## src/colour_seq_pkg.sv

```systemverilog
/*
 Shared constants and types for the colour channel sequencer: register
 addresses, field positions, reset values, colour codes and offset steps.
 Assumes a single clock domain and the three-wire configuration port.
*/
package colour_seq_pkg;
   // Register addresses carried in the three address bits.
   localparam logic [2:0] ADDR_COLOUR_MODE_SELECT = 3'h0;
   localparam logic [2:0] ADDR_RED_OFFSET_TRIM = 3'h1;
   localparam logic [2:0] ADDR_GREEN_OFFSET_TRIM = 3'h2;
   localparam logic [2:0] ADDR_BLUE_OFFSET_TRIM = 3'h3;
   // Field positions.
   localparam int MODE_LSB = 0;
   localparam int MODE_MSB = 2;
   localparam int POLARITY_BIT = 4;
   localparam int CDS_BIT = 5;
   localparam int SIGN_BIT = 5;
   localparam int MAG_MSB = 4;
   // Frame layout: three address bits then six data bits.
   localparam int ADDR_BITS = 3;
   localparam int DATA_BITS = 6;
   localparam int FRAME_BITS = ADDR_BITS + DATA_BITS;
   // Reset values.
   localparam logic [5:0] MODE_RESET = 6'h00;
   localparam logic [5:0] TRIM_RESET = 6'h00;
   // Output codes per magnitude step for the two converter widths.
   localparam logic [10:0] STEP_10BIT = 11'h005;
   localparam logic [10:0] STEP_12BIT = 11'h014;
   localparam int OFFSET_WIDTH = 11;
   // Colour mode codes.
   localparam logic [2:0] MODE_LINE_RATE = 3'h0;
   localparam logic [2:0] MODE_PIXEL_RATE = 3'h1;
   localparam logic [2:0] MODE_MONO_RED = 3'h3;
   localparam logic [2:0] MODE_MONO_GREEN = 3'h4;
   localparam logic [2:0] MODE_MONO_BLUE = 3'h5;
   localparam logic [2:0] MODE_BAYER = 3'h6;
   localparam logic [2:0] MODE_GREEN_STRIPE = 3'h7;
   // Colour codes used both for input selection and gain/offset set.
   typedef enum logic [1:0]
   {
      COL_RED = 2'h0,
      COL_GREEN = 2'h1,
      COL_BLUE = 2'h2
   } colour_type;
endpackage : colour_seq_pkg

```

## src/serial_config_rx.sv

```systemverilog
/*
 Three-wire configuration receiver: shifts address and data bits in on the
 serial clock and hands out one write when the latch strobe rises.
 Assumes all three pins are asynchronous to clock and slow next to it.
*/
`timescale 1ns/1ps
module serial_config_rx
   import colour_seq_pkg::*;
(
   input wire logic clock,
   input wire logic reset,
   input wire logic serialClock,
   input wire logic latchStrobe,
   input wire logic serial_config_in,
   output logic writeValid,
   output logic [2:0] writeAddr,
   output logic [5:0] writeData
);
   logic [1:0] sclkSync_r;
   logic [1:0] latchSync_r;
   logic [1:0] dataSync_r;
   logic sclkPrev_r;
   logic latchPrev_r;
   logic [FRAME_BITS-1:0] shift_r;
   logic writeValid_r;
   logic [FRAME_BITS-1:0] frame_r;

   ////////////////////////////////////////////////////////////////////////
   // Two flip-flops on every pin before any logic looks at it.
   always_ff @(posedge clock)
   begin
      if (reset)
      begin
         sclkSync_r <= 2'h0;
         latchSync_r <= 2'h0;
         dataSync_r <= 2'h0;
         sclkPrev_r <= 1'b0;
         latchPrev_r <= 1'b0;
      end
      else
      begin
         sclkSync_r <= {sclkSync_r[0], serialClock};
         latchSync_r <= {latchSync_r[0], latchStrobe};
         dataSync_r <= {dataSync_r[0], serial_config_in};
         sclkPrev_r <= sclkSync_r[1];
         latchPrev_r <= latchSync_r[1];
      end
   end

   // Shift only while latch is low, so a raised latch freezes the frame.
   wire sclkRise = sclkSync_r[1] & ~sclkPrev_r;
   wire latchRise = latchSync_r[1] & ~latchPrev_r;
   wire shiftNow = sclkRise & ~latchSync_r[1];

   ////////////////////////////////////////////////////////////////////////
   // Most significant bit arrives first, so it ends up at the top.
   always_ff @(posedge clock)
   begin
      if (reset)
      begin
         shift_r <= '0;
         frame_r <= '0;
         writeValid_r <= 1'b0;
      end
      else
      begin
         if (shiftNow)
            shift_r <= {shift_r[FRAME_BITS-2:0], dataSync_r[1]};
         writeValid_r <= latchRise; // RULE15
         if (latchRise)
            frame_r <= shift_r; // RULE15
      end
   end

   assign writeValid = writeValid_r;
   assign writeAddr = frame_r[FRAME_BITS-1:DATA_BITS];
   assign writeData = frame_r[DATA_BITS-1:0];
endmodule : serial_config_rx

```

## src/colour_channel_sequencer.sv

```systemverilog
/*
 Colour channel sequencer: picks the sensor input and the gain/offset set
 per pixel from the colour mode, and decodes the signed offset trims.
 Assumes pixel and line strobes and the serial port arrive from pins
 asynchronous to clock and much slower than it.
// Function
// RULE1 - Mode 000 steps input and gain set together red, green, blue once per line.
// RULE2 - Any write to the mode register restarts the sequence at its first-line pattern.
// RULE3 - Mode 001 holds the blue input and rotates the gain set every pixel.
// RULE4 - Mode 011 holds the red input and red settings.
// RULE5 - Mode 100 holds the green input and green settings.
// RULE6 - Mode 101 holds the blue input and blue settings.
// RULE7 - Bayer mode 110 holds the blue input and switches gain sets per pixel.
// RULE8 - Bayer uses green/red on the first line, blue/green on the second, then repeats.
// RULE9 - Green-stripe mode 111 holds the blue input and switches gain sets per pixel.
// RULE10 - Green stripe repeats red, green, blue, green on every line.
// RULE11 - The narrow variant gives five output codes per magnitude step.
// RULE12 - The wide variant gives twenty output codes per magnitude step.
// RULE13 - Trim bit 5 is the sign, set meaning negative, and zero magnitude is zero either way.
// RULE14 - The host shifts three address then six data bits, first bit most significant.
// RULE15 - On the latch rising the last nine bits program the addressed register.
// RULE16 - The host never uses the reserved mode 010.
// RULE17 - The line counter steps on each line strobe and the pixel counter on each sample clock.
*/
`timescale 1ns/1ps
module colour_channel_sequencer
   import colour_seq_pkg::*;
#(
   parameter bit WIDE_VARIANT = 1'b0
)
(
   input wire logic clock,
   input wire logic reset,
   input wire logic pixel_sample_clock,
   input wire logic line_start_strobe,
   input wire logic serialClock,
   input wire logic latchStrobe,
   input wire logic serial_config_in,
   output logic [1:0] inputSelect,
   output logic [1:0] gainOffsetSet,
   output logic signed [OFFSET_WIDTH-1:0] activeOffset,
   output logic signed [OFFSET_WIDTH-1:0] redOffset,
   output logic signed [OFFSET_WIDTH-1:0] greenOffset,
   output logic signed [OFFSET_WIDTH-1:0] blueOffset,
   output logic cdsDisable,
   output logic polarityPositive
);
   localparam logic [10:0] STEP = WIDE_VARIANT ? STEP_12BIT : STEP_10BIT; // RULE11 RULE12

   logic writeValid;
   logic [2:0] writeAddr;
   logic [5:0] writeData;
   logic [5:0] colour_mode_select_r;
   logic [5:0] trim_r [3];
   logic [1:0] pixSync_r;
   logic [1:0] lineSync_r;
   logic pixPrev_r;
   logic linePrev_r;
   logic [1:0] line3_r;
   logic lineOdd_r;
   logic [1:0] pix3_r;
   logic [1:0] pix4_r;
   logic restartPending_r;
   colour_type muxSel_r;
   colour_type gainSel_r;
   colour_type muxSel_nxt;
   colour_type gainSel_nxt;
   logic signed [OFFSET_WIDTH-1:0] offsetVal [3];
   logic signed [OFFSET_WIDTH-1:0] activeOffset_r;

   ////////////////////////////////////////////////////////////////////////
   // Configuration port receiver.
   serial_config_rx rx
   (
      .clock(clock),
      .reset(reset),
      .serialClock(serialClock),
      .latchStrobe(latchStrobe),
      .serial_config_in(serial_config_in),
      .writeValid(writeValid),
      .writeAddr(writeAddr),
      .writeData(writeData)
   );

   // Register decode; gain and test addresses land nowhere here.
   wire modeWrite = writeValid && (writeAddr == ADDR_COLOUR_MODE_SELECT);
   wire [2:0] mode = colour_mode_select_r[MODE_MSB:MODE_LSB];

   // The mode register and the three trims.
   always_ff @(posedge clock)
   begin
      if (reset)
         colour_mode_select_r <= MODE_RESET;
      else if (modeWrite)
         colour_mode_select_r <= writeData; // RULE15
   end

   genvar c;
   generate
      for (c = 0; c < 3; c++)
      begin : g_trim
         wire trimWrite = writeValid && (writeAddr == ADDR_RED_OFFSET_TRIM + 3'(c));
         wire [10:0] magnitude = 11'(trim_r[c][MAG_MSB:0]) * STEP; // RULE11 RULE12
         always_ff @(posedge clock)
         begin
            if (reset)
               trim_r[c] <= TRIM_RESET;
            else if (trimWrite)
               trim_r[c] <= writeData; // RULE15
         end
         // Negating zero is still zero, so both zero codes give no offset.
         assign offsetVal[c] = trim_r[c][SIGN_BIT] ? -$signed(magnitude) : $signed(magnitude); // RULE13
      end
   endgenerate

   ////////////////////////////////////////////////////////////////////////
   // Strobe pins pass two flip-flops; edges are taken after the second.
   always_ff @(posedge clock)
   begin
      if (reset)
      begin
         pixSync_r <= 2'h0;
         lineSync_r <= 2'h0;
         pixPrev_r <= 1'b0;
         linePrev_r <= 1'b0;
      end
      else
      begin
         pixSync_r <= {pixSync_r[0], pixel_sample_clock};
         lineSync_r <= {lineSync_r[0], line_start_strobe};
         pixPrev_r <= pixSync_r[1];
         linePrev_r <= lineSync_r[1];
      end
   end

   wire pixelEdge = pixSync_r[1] & ~pixPrev_r;
   wire lineEdge = lineSync_r[1] & ~linePrev_r;

   ////////////////////////////////////////////////////////////////////////
   // Line and pixel counters. A mode write zeroes them and holds the line
   // count at zero over the next line strobe, so that line is the first.
   always_ff @(posedge clock)
   begin
      if (reset)
      begin
         line3_r <= 2'h0;
         lineOdd_r <= 1'b0;
         pix3_r <= 2'h0;
         pix4_r <= 2'h0;
         restartPending_r <= 1'b0;
      end
      else if (modeWrite)
      begin
         line3_r <= 2'h0; // RULE2
         lineOdd_r <= 1'b0; // RULE2
         pix3_r <= 2'h0; // RULE2
         pix4_r <= 2'h0; // RULE2
         restartPending_r <= 1'b1; // RULE2
      end
      else if (lineEdge)
      begin
         pix3_r <= 2'h0;
         pix4_r <= 2'h0;
         restartPending_r <= 1'b0;
         if (!restartPending_r)
         begin
            line3_r <= (line3_r == 2'h2) ? 2'h0 : line3_r + 2'h1; // RULE17
            lineOdd_r <= ~lineOdd_r; // RULE17
         end
      end
      else if (pixelEdge)
      begin
         pix3_r <= (pix3_r == 2'h2) ? 2'h0 : pix3_r + 2'h1; // RULE17
         pix4_r <= pix4_r + 2'h1; // RULE17
      end
   end

   ////////////////////////////////////////////////////////////////////////
   // Pattern tables for the line-rate and pixel-rate modes.
   wire colour_type rotation = (pix3_r == 2'h0) ? COL_BLUE : ((pix3_r == 2'h1) ? COL_RED : COL_GREEN); // RULE3
   wire colour_type bayerOdd = pix4_r[0] ? COL_GREEN : COL_BLUE; // RULE8
   wire colour_type bayerEven = pix4_r[0] ? COL_RED : COL_GREEN; // RULE8
   wire colour_type bayer = lineOdd_r ? bayerOdd : bayerEven; // RULE8
   wire colour_type stripeOdd = pix4_r[1] ? COL_BLUE : COL_RED; // RULE10
   wire colour_type stripe = pix4_r[0] ? COL_GREEN : stripeOdd; // RULE10
   wire colour_type lineColour = colour_type'(line3_r); // RULE1

   // Selection per mode; the reserved code falls back to red.
   always_comb
   begin
      muxSel_nxt = COL_RED;
      gainSel_nxt = COL_RED;
      unique case (mode)
         MODE_LINE_RATE:
         begin
            muxSel_nxt = lineColour; // RULE1
            gainSel_nxt = lineColour; // RULE1
         end
         MODE_PIXEL_RATE:
         begin
            muxSel_nxt = COL_BLUE; // RULE3
            gainSel_nxt = rotation; // RULE3
         end
         MODE_MONO_RED:
         begin
            muxSel_nxt = COL_RED; // RULE4
            gainSel_nxt = COL_RED; // RULE4
         end
         MODE_MONO_GREEN:
         begin
            muxSel_nxt = COL_GREEN; // RULE5
            gainSel_nxt = COL_GREEN; // RULE5
         end
         MODE_MONO_BLUE:
         begin
            muxSel_nxt = COL_BLUE; // RULE6
            gainSel_nxt = COL_BLUE; // RULE6
         end
         MODE_BAYER:
         begin
            muxSel_nxt = COL_BLUE; // RULE7
            gainSel_nxt = bayer; // RULE7
         end
         MODE_GREEN_STRIPE:
         begin
            muxSel_nxt = COL_BLUE; // RULE9
            gainSel_nxt = stripe; // RULE9
         end
         default:
         begin
            muxSel_nxt = COL_RED; // RULE16
            gainSel_nxt = COL_RED;
         end
      endcase
   end

   ////////////////////////////////////////////////////////////////////////
   // Selection and active offset outputs are registered so the analog side sees clean levels.
   always_ff @(posedge clock)
   begin
      if (reset)
      begin
         muxSel_r <= COL_RED;
         gainSel_r <= COL_RED;
         activeOffset_r <= '0;
      end
      else
      begin
         muxSel_r <= muxSel_nxt;
         gainSel_r <= gainSel_nxt;
         activeOffset_r <= offsetVal[gainSel_nxt];
      end
   end

   assign inputSelect = muxSel_r;
   assign gainOffsetSet = gainSel_r;
   assign activeOffset = activeOffset_r;
   assign redOffset = offsetVal[0];
   assign greenOffset = offsetVal[1];
   assign blueOffset = offsetVal[2];
   assign cdsDisable = colour_mode_select_r[CDS_BIT];
   assign polarityPositive = colour_mode_select_r[POLARITY_BIT];
endmodule : colour_channel_sequencer

```

## config.mk

```make
export PLATFORM = sky130hd
export DESIGN_NAME = colour_channel_sequencer
export DESIGN_NICKNAME = d
export VERILOG_FILES = /design/src/colour_seq_pkg.sv /design/src/serial_config_rx.sv /design/src/colour_channel_sequencer.sv
export SDC_FILE = /design/constraint.sdc
export NUM_CORES = 1
export LEC_CHECK = 0
export ABC_CLOCK_PERIOD_IN_PS = 5490
export BUFFER_PORTS_ARGS = -buffer_cell sky130_fd_sc_hd__buf_2
export CORE_ASPECT_RATIO = 0.7
export CORE_MARGIN = 5
export CORE_UTILIZATION = 51
export DETAILED_ROUTE_END_ITERATION = 6
export GPL_TIMING_DRIVEN = 0
export PLACE_DENSITY = 0.72
export SLEW_MARGIN = 20
export SYNTH_ARGS = -nofsm -noshare
export SYNTH_HDL_FRONTEND = slang
export SYNTH_SLANG_ARGS = --single-unit
```

## constraint.sdc

```tcl
create_clock -name clock -period 5.49 [get_ports clock]
set_input_delay 0 -clock clock [delete_from_list [all_inputs] [get_ports clock]]
set_output_delay 0 -clock clock [all_outputs]
set_load 0.01 [all_outputs]
```

==> results.ini, run 1 <==
[run_status]
status = finished, final reports clean

[power_and_ir_drop]
power.density_mw_per_mm2 = 281
p_int_mw = 1.08
p_leak_nw = 2.07
peakVddDrop_mv = 0.212
pwr-share-seq = 0.434
p_comb_frac = 0.128
netSwitchingPower_mw = 0.356
p_clk_frac = 0.437
p_sw_frac = 0.248

[worst_setup_path]
critPathRequiredTime_ns = 5.49
cpPeakStageDelay_ns = 0.46
crit_path_start_kind = register
cp_cell_sequence = ha_1 -> ha_1 -> inv_1 -> fa_1 -> xor2_1 -> a21boi_0 -> nand4_1 -> and2_1 -> buf_2
crit_fanout = 5
cp_common_cell = ha_1
worst_ep_arrival_time_ns = 3.16
slowest_stage = edfxtp_1
crit_type = reg -> out
endpoint_kind = primary output

[cts]
cts.path.max_buffers = 2
path_clk_slew_ns = 0.06
hold_buffers = 5
tritoncts = yes
numCtsBuffers = 9
cts-htree-levels = 3
clk_latency_ns = 0.34
cts_resized = 0
post_cts_buffers = 0
numClockSinks = 79
cts-root-buf = clkbuf_16

[synth]
synthArstFlopShare = 0
syn_inst = 473
syn_area_per_cell_um2 = 9.13
yosys.area_share.simple = 0.237
synth_top_family_by_area = simple AND/OR/NAND/NOR gates
ys_seq_area_frac = 0.408
ys.flop_type = dfxtp_1
synth_edf_count = 18
synth_compound_area_frac = 0.148
muxShareOfSynthArea = 0.0278
synth-xor-area-share = 0.0458
synth_area_mm2 = 0.00432
ys_types = 67
yosysWarnings = 0
synth-seq-cells = 79
synth_nets = 506
synth_fa_ha_area_frac = 0.0806

[final_layout]
mostFrequentLayoutCell = dfxtp_1
synthToLayoutAreaGrowth_pct = 18.3
nets = 578
antenna_cells = 0
layout-drive-gt1-share = 0.187
final_cell_mix = 61 x dfxtp_1, 60 x buf_2, 56 x nor2_1

[die]
placementRows = 28
start_util = 0.518
die_h_um = 87.0
core_area_mm2 = 0.00834
ios = 57
die-area_mm2 = 0.0104
die_width_um = 120

[sta]
post-route-period-util = 0.576
layout_setup_ws_ns = 2.33
setup_viol = 0
tightest_slew_ns = 0.619
slew_violations = 0
slew_headroom = 0.584
finalSetupTns_ns = 0
hold_viol_final = 0
fmax_ghz = 0.316
fin_worst_skew_ns = 0.00591
rsz0062_at_grt = false
period_needed_ns = 3.16

[routing]
wl_mm = 10.4
drt-met1-wl_mm = 4.77
drtPass1Iterations = 5
vias_per_cell = 5.54
wl_met2_mm = 4.79
drc = 0
wl_per_cell_um = 15.8
first_iter_violations = 261
vias = 3631
highest_layer = met4
wl_met3_um = 619
drtAntennaViolNets = 0

[place]
post-dp-hpwl_mm = 7.87
routabilityCongestion = 0.868
post-place-ws_ns = 2.75
port_buffers = 56

[flow_run]
max_cap_violations = 0

[grt]
grt_pass1_vias = 3512
grt_start_max_net_pins = 15
grt_usage = 0.206
grt_pass1_wl_mm = 17.1
grt_overflow_total = 0
antenna_found_initial = 0

[hold_path]
hold_path_class = in -> reg

[state kept, by name, indices dropped and copies added (netlist names), 5 cells and up]
name and count:
rx.shift_r 9, activeOffset 11, trim_r 18, rx.frame_r 9
colour_mode_select_r 5
[cell type report]
cell class | instances | area [µm²]
Fill cell | 726 | 3230
Multi-Input combinational cell | 344 | 2330
Sequential cell | 79 | 1760
Timing Repair Buffer | 61 | 330
Clock buffer | 13 | 303
Tap cell | 105 | 131
Buffer | 24 | 129
Inverter | 26 | 97.6
Clock inverter | 3 | 26.3
[logic make-up after synthesis]
| kind of cell | Yosys count |
|---|---|
| adders and majority gates | 26 |
| xor gates and xnor gates | 21 |
| and+or+nand+nor | 193 |
| AOI/OAI and AO/OA | 92 |
| muxes | 12 |
| buffers and inverters | 50 |
| DFF | 79 |
[worst paths after layout]
check,startpoint,endpoint,slack [ns],cells after the start
setup / recovery,trim_r[0][1]$_SDFFCE_PN0P_,redOffset[9],2.33,9
hold / removal,reset,activeOffset[7]$_SDFF_PP0_,0.11,3
setup reg to reg,trim_r[0][1]$_SDFFCE_PN0P_,activeOffset[9]$_SDFF_PP0_,2.65,9
hold reg to reg,rx.dataSync_r[0]$_SDFF_PP0_,rx.dataSync_r[1]$_SDFF_PP0_,0.44,1
[power by group through the flow]
| stage | Sequential [mW] | Clock [mW] | Combinational [mW] |
|---|---|---|---|
| finish | 0.622 | 0.627 | 0.184 |
| global route | 0.624 | 0.664 | 0.202 |
| CTS | 0.623 | 0.636 | 0.184 |
| detailed placement | 0.635 | 0 | 0.180 |
| global placement | 0.634 | 0 | 0.176 |
| floorplan | 0.636 | 0 | 0.119 |
[cell usage after synthesis (all sizes together) (3+ instances only)]
library cell / number / area share
or3: 5 / 0.0084
and3: 4 / 0.0058
nand3: 15 / 0.019
xnor2: 15 / 0.030
xor2: 5 / 0.010
a21boi: 4 / 0.0070
nand4: 5 / 0.0072
a31oi: 8 / 0.012
fa: 3 / 0.014
o21ai: 8 / 0.010
mux2i: 12 / 0.028
edfxtp: 18 / 0.13
and2: 4 / 0.0064
nor3: 9 / 0.010
a21oi: 42 / 0.050
nand2b: 18 / 0.026
nor4: 5 / 0.012
buf: 14 / 0.021
a21o: 4 / 0.0072
ha: 23 / 0.067
nor2b: 21 / 0.030
o31ai: 4 / 0.0070
dfxtp: 61 / 0.28
o211ai: 3 / 0.0064
nand4b: 3 / 0.0061
clkbuf: 10 / 0.0087
nand2: 36 / 0.033
inv: 26 / 0.023
nor2: 57 / 0.050
nor3b: 5 / 0.0099
[layer usage]
layer  GRT usage  vias to the layer above
li1            -                     1800
met1       0.266                     1702
met2       0.342                      112
met3      0.0532                       17
met4      0.0624                        0
met5           0                        -
[critical path, delay by kind of cell, from the launching register on]
| family | cells | cell delay, ns |
|---|---|---|
| adder cells (fa/ha/maj) | 3 | 0.95 |
| AND/OR/NAND/NOR | 2 | 0.53 |
| flip-flops | 1 | 0.46 |
| AO/OA/AOI/OAI | 1 | 0.38 |
| XOR/XNOR | 1 | 0.31 |
| buffers and inverters | 2 | 0.20 |
[metrics by stage]
step,hold WS [ns],instances,cell area (µm²),power [mW],util
after floorplan,0.128,473,4320,0.755,-
after global placement,0.210,634,4730,0.810,0.567
after detailed placement,0.216,634,4730,0.815,0.567
after CTS,0.0920,655,5110,1.44,0.613
after global routing,0.136,655,5110,1.49,0.613
final,0.111,655,5110,1.43,0.613
Note: power is estimated with default switching activity, not from simulation.
==> run 2, diff against run 1 <==
--- a/config.mk
+++ b/config.mk
@@ -5,7 +5,7 @@
 export SDC_FILE = /design/constraint.sdc
 export NUM_CORES = 1
 export LEC_CHECK = 0
-export ABC_CLOCK_PERIOD_IN_PS = 5490
+export ABC_CLOCK_PERIOD_IN_PS = 3200
 export BUFFER_PORTS_ARGS = -buffer_cell sky130_fd_sc_hd__buf_2
 export CORE_ASPECT_RATIO = 0.7
 export CORE_MARGIN = 5
==> constraint.sdc (replaced) <==
create_clock -name clock -period 3.2 [get_ports clock]
set_input_delay 0 -clock clock [delete_from_list [all_inputs] [get_ports clock]]
set_output_delay 0 -clock clock [all_outputs]
set_load 0.01 [all_outputs]
==> run 2 against run 1 <==
Compared with the run above:
- wire length fell by 0.25%
- non-clock buffer count stayed put
- via count about the same
- clock skew is 0.0017 ns higher
- final area rose by 0.24%
- combinational power up 73%
- worst hold slack worse by 0.0026 ns
- critical path type unchanged
- register-to-register slack got worse by 2.2 ns
- final cell count unchanged
==> results.ini, run 2 (synthesized netlist as in run 1, its figures left out) <==
[worst_setup_path]
r2r.worst_path.cells = 9
critPathRequiredTime_ns = 3.20
cp_common_cell = ha_1
cp_cell_sequence = ha_1 -> ha_1 -> inv_1 -> fa_1 -> xor2_1 -> a21boi_1 -> nand4_1 -> and2_1 -> buf_2
cp.depth = 9
crit_type = reg -> out
endpoint_kind = primary output
slowest_stage = edfxtp_1
crit_fanout = 5
crit_path_start_kind = register
cp_num_buf_inv = 2
cpPeakStageDelay_ns = 0.46
cp_top_family = adder cells
worst_ep_arrival_time_ns = 3.06

[cts]
tritoncts = yes
clk_latency_ns = 0.34
cts.path.max_buffers = 2
post_cts_buffers = 0
cts-root-buf = clkbuf_16
numCtsBuffers = 9
path_clk_slew_ns = 0.06
numClockSinks = 79
cts-htree-levels = 3

[grt]
grt_overflow_total = 0
grt_pass1_vias = 3512
grt_usage = 0.206
antenna_found_initial = 0
grt_util_met1 = 0.266
grt_pass1_wl_mm = 17.1
grt-busiest-layer = met2
met2_usage = 0.342
grt_start_max_net_pins = 15
gr-usage-met3 = 0.0532

[power_and_ir_drop]
power.density_mw_per_mm2 = 481
pwr-share-seq = 0.434
p_clk_frac = 0.437
p_leak_nw = 2.08
p_int_mw = 1.85
p_comb_frac = 0.129
netSwitchingPower_mw = 0.612
peakVddDrop_mv = 0.364
p_sw_frac = 0.249

[place]
port_buffers = 56
post-dp-hpwl_mm = 7.87
routabilityCongestion = 0.868
placedCellCount = 634

[final_layout]
largest_register_ffs = 18
antenna_cells = 0
instances_no_fill = 655
multiInputGateArea_mm2 = 0.00234
regMostFlops = trim_r
synthToLayoutAreaGrowth_pct = 18.6
nFillCells = 724
layout-drive-gt1-share = 0.187
nets = 578
final_cell_mix = 61 x dfxtp_1, 60 x buf_2, 56 x nor2_1
ff_latch_area_mm2 = 0.00176
mostFrequentLayoutCell = dfxtp_1

[run_status]
status = finished, final reports clean

[sta]
period_needed_ns = 3.06
post-route-period-util = 0.955
tightest_slew_ns = 0.619
rsz0062_at_grt = false
hold_viol_final = 0
fin_worst_skew_ns = 0.00760
setup_viol = 0
slew_violations = 0
fmax_ghz = 0.327
slew_headroom = 0.584
hold_slack_ns = 0.108
finalSetupTns_ns = 0

[routing]
vias = 3632
drtPass1Iterations = 5
wl_per_cell_um = 15.8
vias_per_cell = 5.55
wl_mm = 10.3
drtAntennaViolNets = 0
drc = 0
first_iter_violations = 256

[die]
die_width_um = 120
die_h_um = 87.0
start_util = 0.518
die-area_mm2 = 0.0104
placementRows = 28
ios = 57
core_area_mm2 = 0.00834

[flow_run]
max_cap_violations = 0

[hold_path]
hold_path_class = in -> reg
hold_depth = 3

[run 2: cell type report]
cell class / instances / area share
multi-input cells: 344 / 0.457
flip-flops and latches: 79 / 0.344
repair buffers: 61 / 0.0645
clock buffers: 13 / 0.0591
well taps: 105 / 0.0257
plain buffers: 24 / 0.0252
inverters: 26 / 0.0191
clock inverters: 3 / 0.00513
[run 2: power groups by stage]
| stage | combinational [mW] | clock [mW] | sequential, mW |
|---|---|---|---|
| 2_1_floorplan | 0.203 | 0 | 1.09 |
| 3_3_place_gp | 0.301 | 0 | 1.09 |
| 3_5_place_dp | 0.309 | 0 | 1.09 |
| 4_1_cts | 0.315 | 1.09 | 1.07 |
| 5_1_grt | 0.348 | 1.14 | 1.07 |
| 6_report | 0.318 | 1.08 | 1.07 |
[run 2: path summary, 6_finish.rpt]
| check | startpoint | to | slack [ns] |
|---|---|---|---|
| hold / removal | reset | activeOffset[7]$_SDFF_PP0_ | 0.11 |
| setup / recovery | trim_r[0][1]$_SDFFCE_PN0P_ | redOffset[9] | 0.14 |
| hold reg to reg | rx.dataSync_r[0]$_SDFF_PP0_ | rx.dataSync_r[1]$_SDFF_PP0_ | 0.44 |
| setup reg to reg | trim_r[0][1]$_SDFFCE_PN0P_ | activeOffset[6]$_SDFF_PP0_ | 0.44 |
[run 2: per-layer routing]
layer	routed length, µm	share of wire
met1	4690	0.45
met4	186	0.018
met5	0	0
met3	700	0.068
met2	4760	0.46
[run 2: timing repair]
item                                   4_1_cts  5_1_grt
endpoints found under the hold margin        5        0
setup endpoints to repair                    0        3
gates resized for setup                      0        2
hold buffers                                 5        0
[run 2: metrics by stage]
step	util	setup slack [ns]	cell area, µm²	power (mW)
3_5_place_dp	0.567	0.459	4730	1.40
6_report	0.614	0.143	5120	2.46
5_1_grt	0.614	0.0286	5120	2.56
4_1_cts	0.613	0.103	5110	2.47
2_1_floorplan	-	0.698	4320	1.29
3_3_place_gp	0.567	0.513	4730	1.39
[run 2: worst min-delay path, delay by kind of cell]
family | cells | cell delay (ns)
and+or+nand+nor | 1 | 0.17
buffers and inverters | 1 | 0.16
AOI/OAI and AO/OA | 1 | 0.07
==> run 3, diff against run 2 <==
--- a/config.mk
+++ b/config.mk
@@ -10,6 +10,7 @@
 export CORE_ASPECT_RATIO = 0.7
 export CORE_MARGIN = 5
 export CORE_UTILIZATION = 51
+export CTS_BUF_LIST = sky130_fd_sc_hd__clkbuf_2 sky130_fd_sc_hd__clkbuf_4 sky130_fd_sc_hd__clkbuf_8
 export DETAILED_ROUTE_END_ITERATION = 6
 export GPL_TIMING_DRIVEN = 0
 export PLACE_DENSITY = 0.72
==> run 3 against run 2 <==
Compared with the run above:
- clock power decreased by 21%
- first-iteration DRC count decreased by 23%
- combinational power about the same
- power decreased by 9.2%
- wire length decreased by 1.5%
==> results.ini, run 3 (synthesized netlist as in run 1, its figures left out) <==
[grt]
grt_start_max_net_pins = 15
grt_usage = 0.203
antenna_found_initial = 0
grt_pass1_wl_mm = 16.9
grt_overflow_total = 0
grt_pass1_vias = 3498

[final_layout]
regMostFlops = trim_r
synthToLayoutAreaGrowth_pct = 16.7
largest_register_ffs = 18
mostFrequentLayoutCell = dfxtp_1
nets = 578
antenna_cells = 0
instances_no_fill = 655
ff_latch_area_mm2 = 0.00176
final_cell_mix = 61 x dfxtp_1, 60 x buf_2, 56 x nor2_1
nFillCells = 728
layout-drive-gt1-share = 0.189
multiInputGateArea_mm2 = 0.00235

[cts]
cts-root-buf = clkbuf_8
cts.path.max_buffers = 2
cts-htree-levels = 3
clk_latency_ns = 0.35
numClockSinks = 79
numCtsBuffers = 9
path_clk_slew_ns = 0.08
tritoncts = yes
post_cts_buffers = 0

[routing]
drtPass1Iterations = 4
drc = 0
wl_per_cell_um = 15.5
drtAntennaViolNets = 0
first_iter_violations = 197
wl_mm = 10.2
vias = 3614
vias_per_cell = 5.52

[die]
placementRows = 28
die-area_mm2 = 0.0104
ios = 57
die_h_um = 87.0
core_area_mm2 = 0.00834
start_util = 0.518
die_width_um = 120

[sta]
fmax_ghz = 0.327
slew_violations = 0
layout_setup_ws_ns = 0.143
rsz0062_at_grt = false
setup_viol = 0
finalSetupTns_ns = 0
tightest_slew_ns = 0.619
period_needed_ns = 3.06
hold_viol_final = 0
slew_headroom = 0.584
fin_worst_skew_ns = 0.00892
post-route-period-util = 0.955

[worst_setup_path]
crit_fanout = 5
worst_ep_arrival_time_ns = 3.06
crit_path_start_kind = register
critPathRequiredTime_ns = 3.20
crit_type = reg -> out
endpoint_kind = primary output

[place]
routabilityCongestion = 0.868
placedCellCount = 634
post-dp-hpwl_mm = 7.87
port_buffers = 56
post-place-ws_ns = 0.459

[power_and_ir_drop]
peakVddDrop_mv = 0.302
p_leak_nw = 2.04
power.density_mw_per_mm2 = 443

[hold_path]
hold_path_class = in -> reg

[flow_run]
max_cap_violations = 0

[run_status]
status = finished, final reports clean

## run 3: changes by cell type in the layout (fill, tap and decap cells not counted)
cell,previous run,this run
xnor2_2,0,1
clkbuf_16,11,0
clkbuf_8,2,11
bufinv_16,0,2
xnor2_1,15,14
## run 3: repair_timing
action / 4_1_cts / 5_1_grt
endpoints found under the hold margin: 5 / 0
gates resized for setup: 0 / 3
hold buffers: 5 / 0
setup endpoints to repair: 0 / 4
## run 3: where the power goes
| group | leakage [nW] | total [mW] | switching (mW) | internal [mW] |
|---|---|---|---|---|
| sequential | 0.683 | 1.07 | 0.0181 | 1.05 |
| combinational | 1.23 | 0.318 | 0.187 | 0.131 |
| clock | 0.121 | 0.849 | 0.361 | 0.489 |
| total | 2.04 | 2.23 | 0.566 | 1.67 |
## run 3: worst max-delay path, cell delays in order, from the launching register on
cell and delay (ns):
edfxtp_1 0.47, ha_1 0.32, ha_1 0.17, inv_1 0.07
fa_1 0.46, xor2_1 0.30, a21boi_1 0.29, nand4_1 0.25
and2_1 0.24, buf_2 0.13
## run 3: through the flow
| step | area [µm²] | hold slack, ns | util | power (mW) |
|---|---|---|---|---|
| 2_1_floorplan | 4320 | 0.128 | - | 1.29 |
| 3_3_place_gp | 4730 | 0.210 | 0.567 | 1.39 |
| 3_5_place_dp | 4730 | 0.216 | 0.567 | 1.40 |
| 4_1_cts | 5020 | 0.0648 | 0.602 | 2.25 |
| 5_1_grt | 5040 | 0.106 | 0.604 | 2.33 |
| 6_report | 5040 | 0.0873 | 0.604 | 2.23 |
## run 3: final cells by class
type / instances / share of cell area
buffer: 24 / 0.0256
inverter: 26 / 0.0194
clock inverter: 5 / 0.0171
timing repair buffer: 61 / 0.0656
clock buffer: 11 / 0.0301
tap: 105 / 0.0261
sequential: 79 / 0.350
multi-input combinational: 344 / 0.466
## run 3: path summary, 6_finish.rpt
path                                    start                          end  slack [ns]  cells past startpoint
setup / recovery   trim_r[0][1]$_SDFFCE_PN0P_                 redOffset[9]        0.14                      9
hold reg to reg   rx.dataSync_r[0]$_SDFF_PP0_  rx.dataSync_r[1]$_SDFF_PP0_        0.44                      1
setup reg to reg   trim_r[0][1]$_SDFFCE_PN0P_   activeOffset[6]$_SDFF_PP0_        0.44                      9
hold / removal                          reset   activeOffset[7]$_SDFF_PP0_        0.09                      3
## run 3: layer usage
layer  up-vias  GRT usage  wire (µm)
li1       1796          -          -
met1      1708      0.261       4640
met2       100      0.341       4780
met3        10     0.0558        668
met4         0     0.0520         94
met5         -          0          0
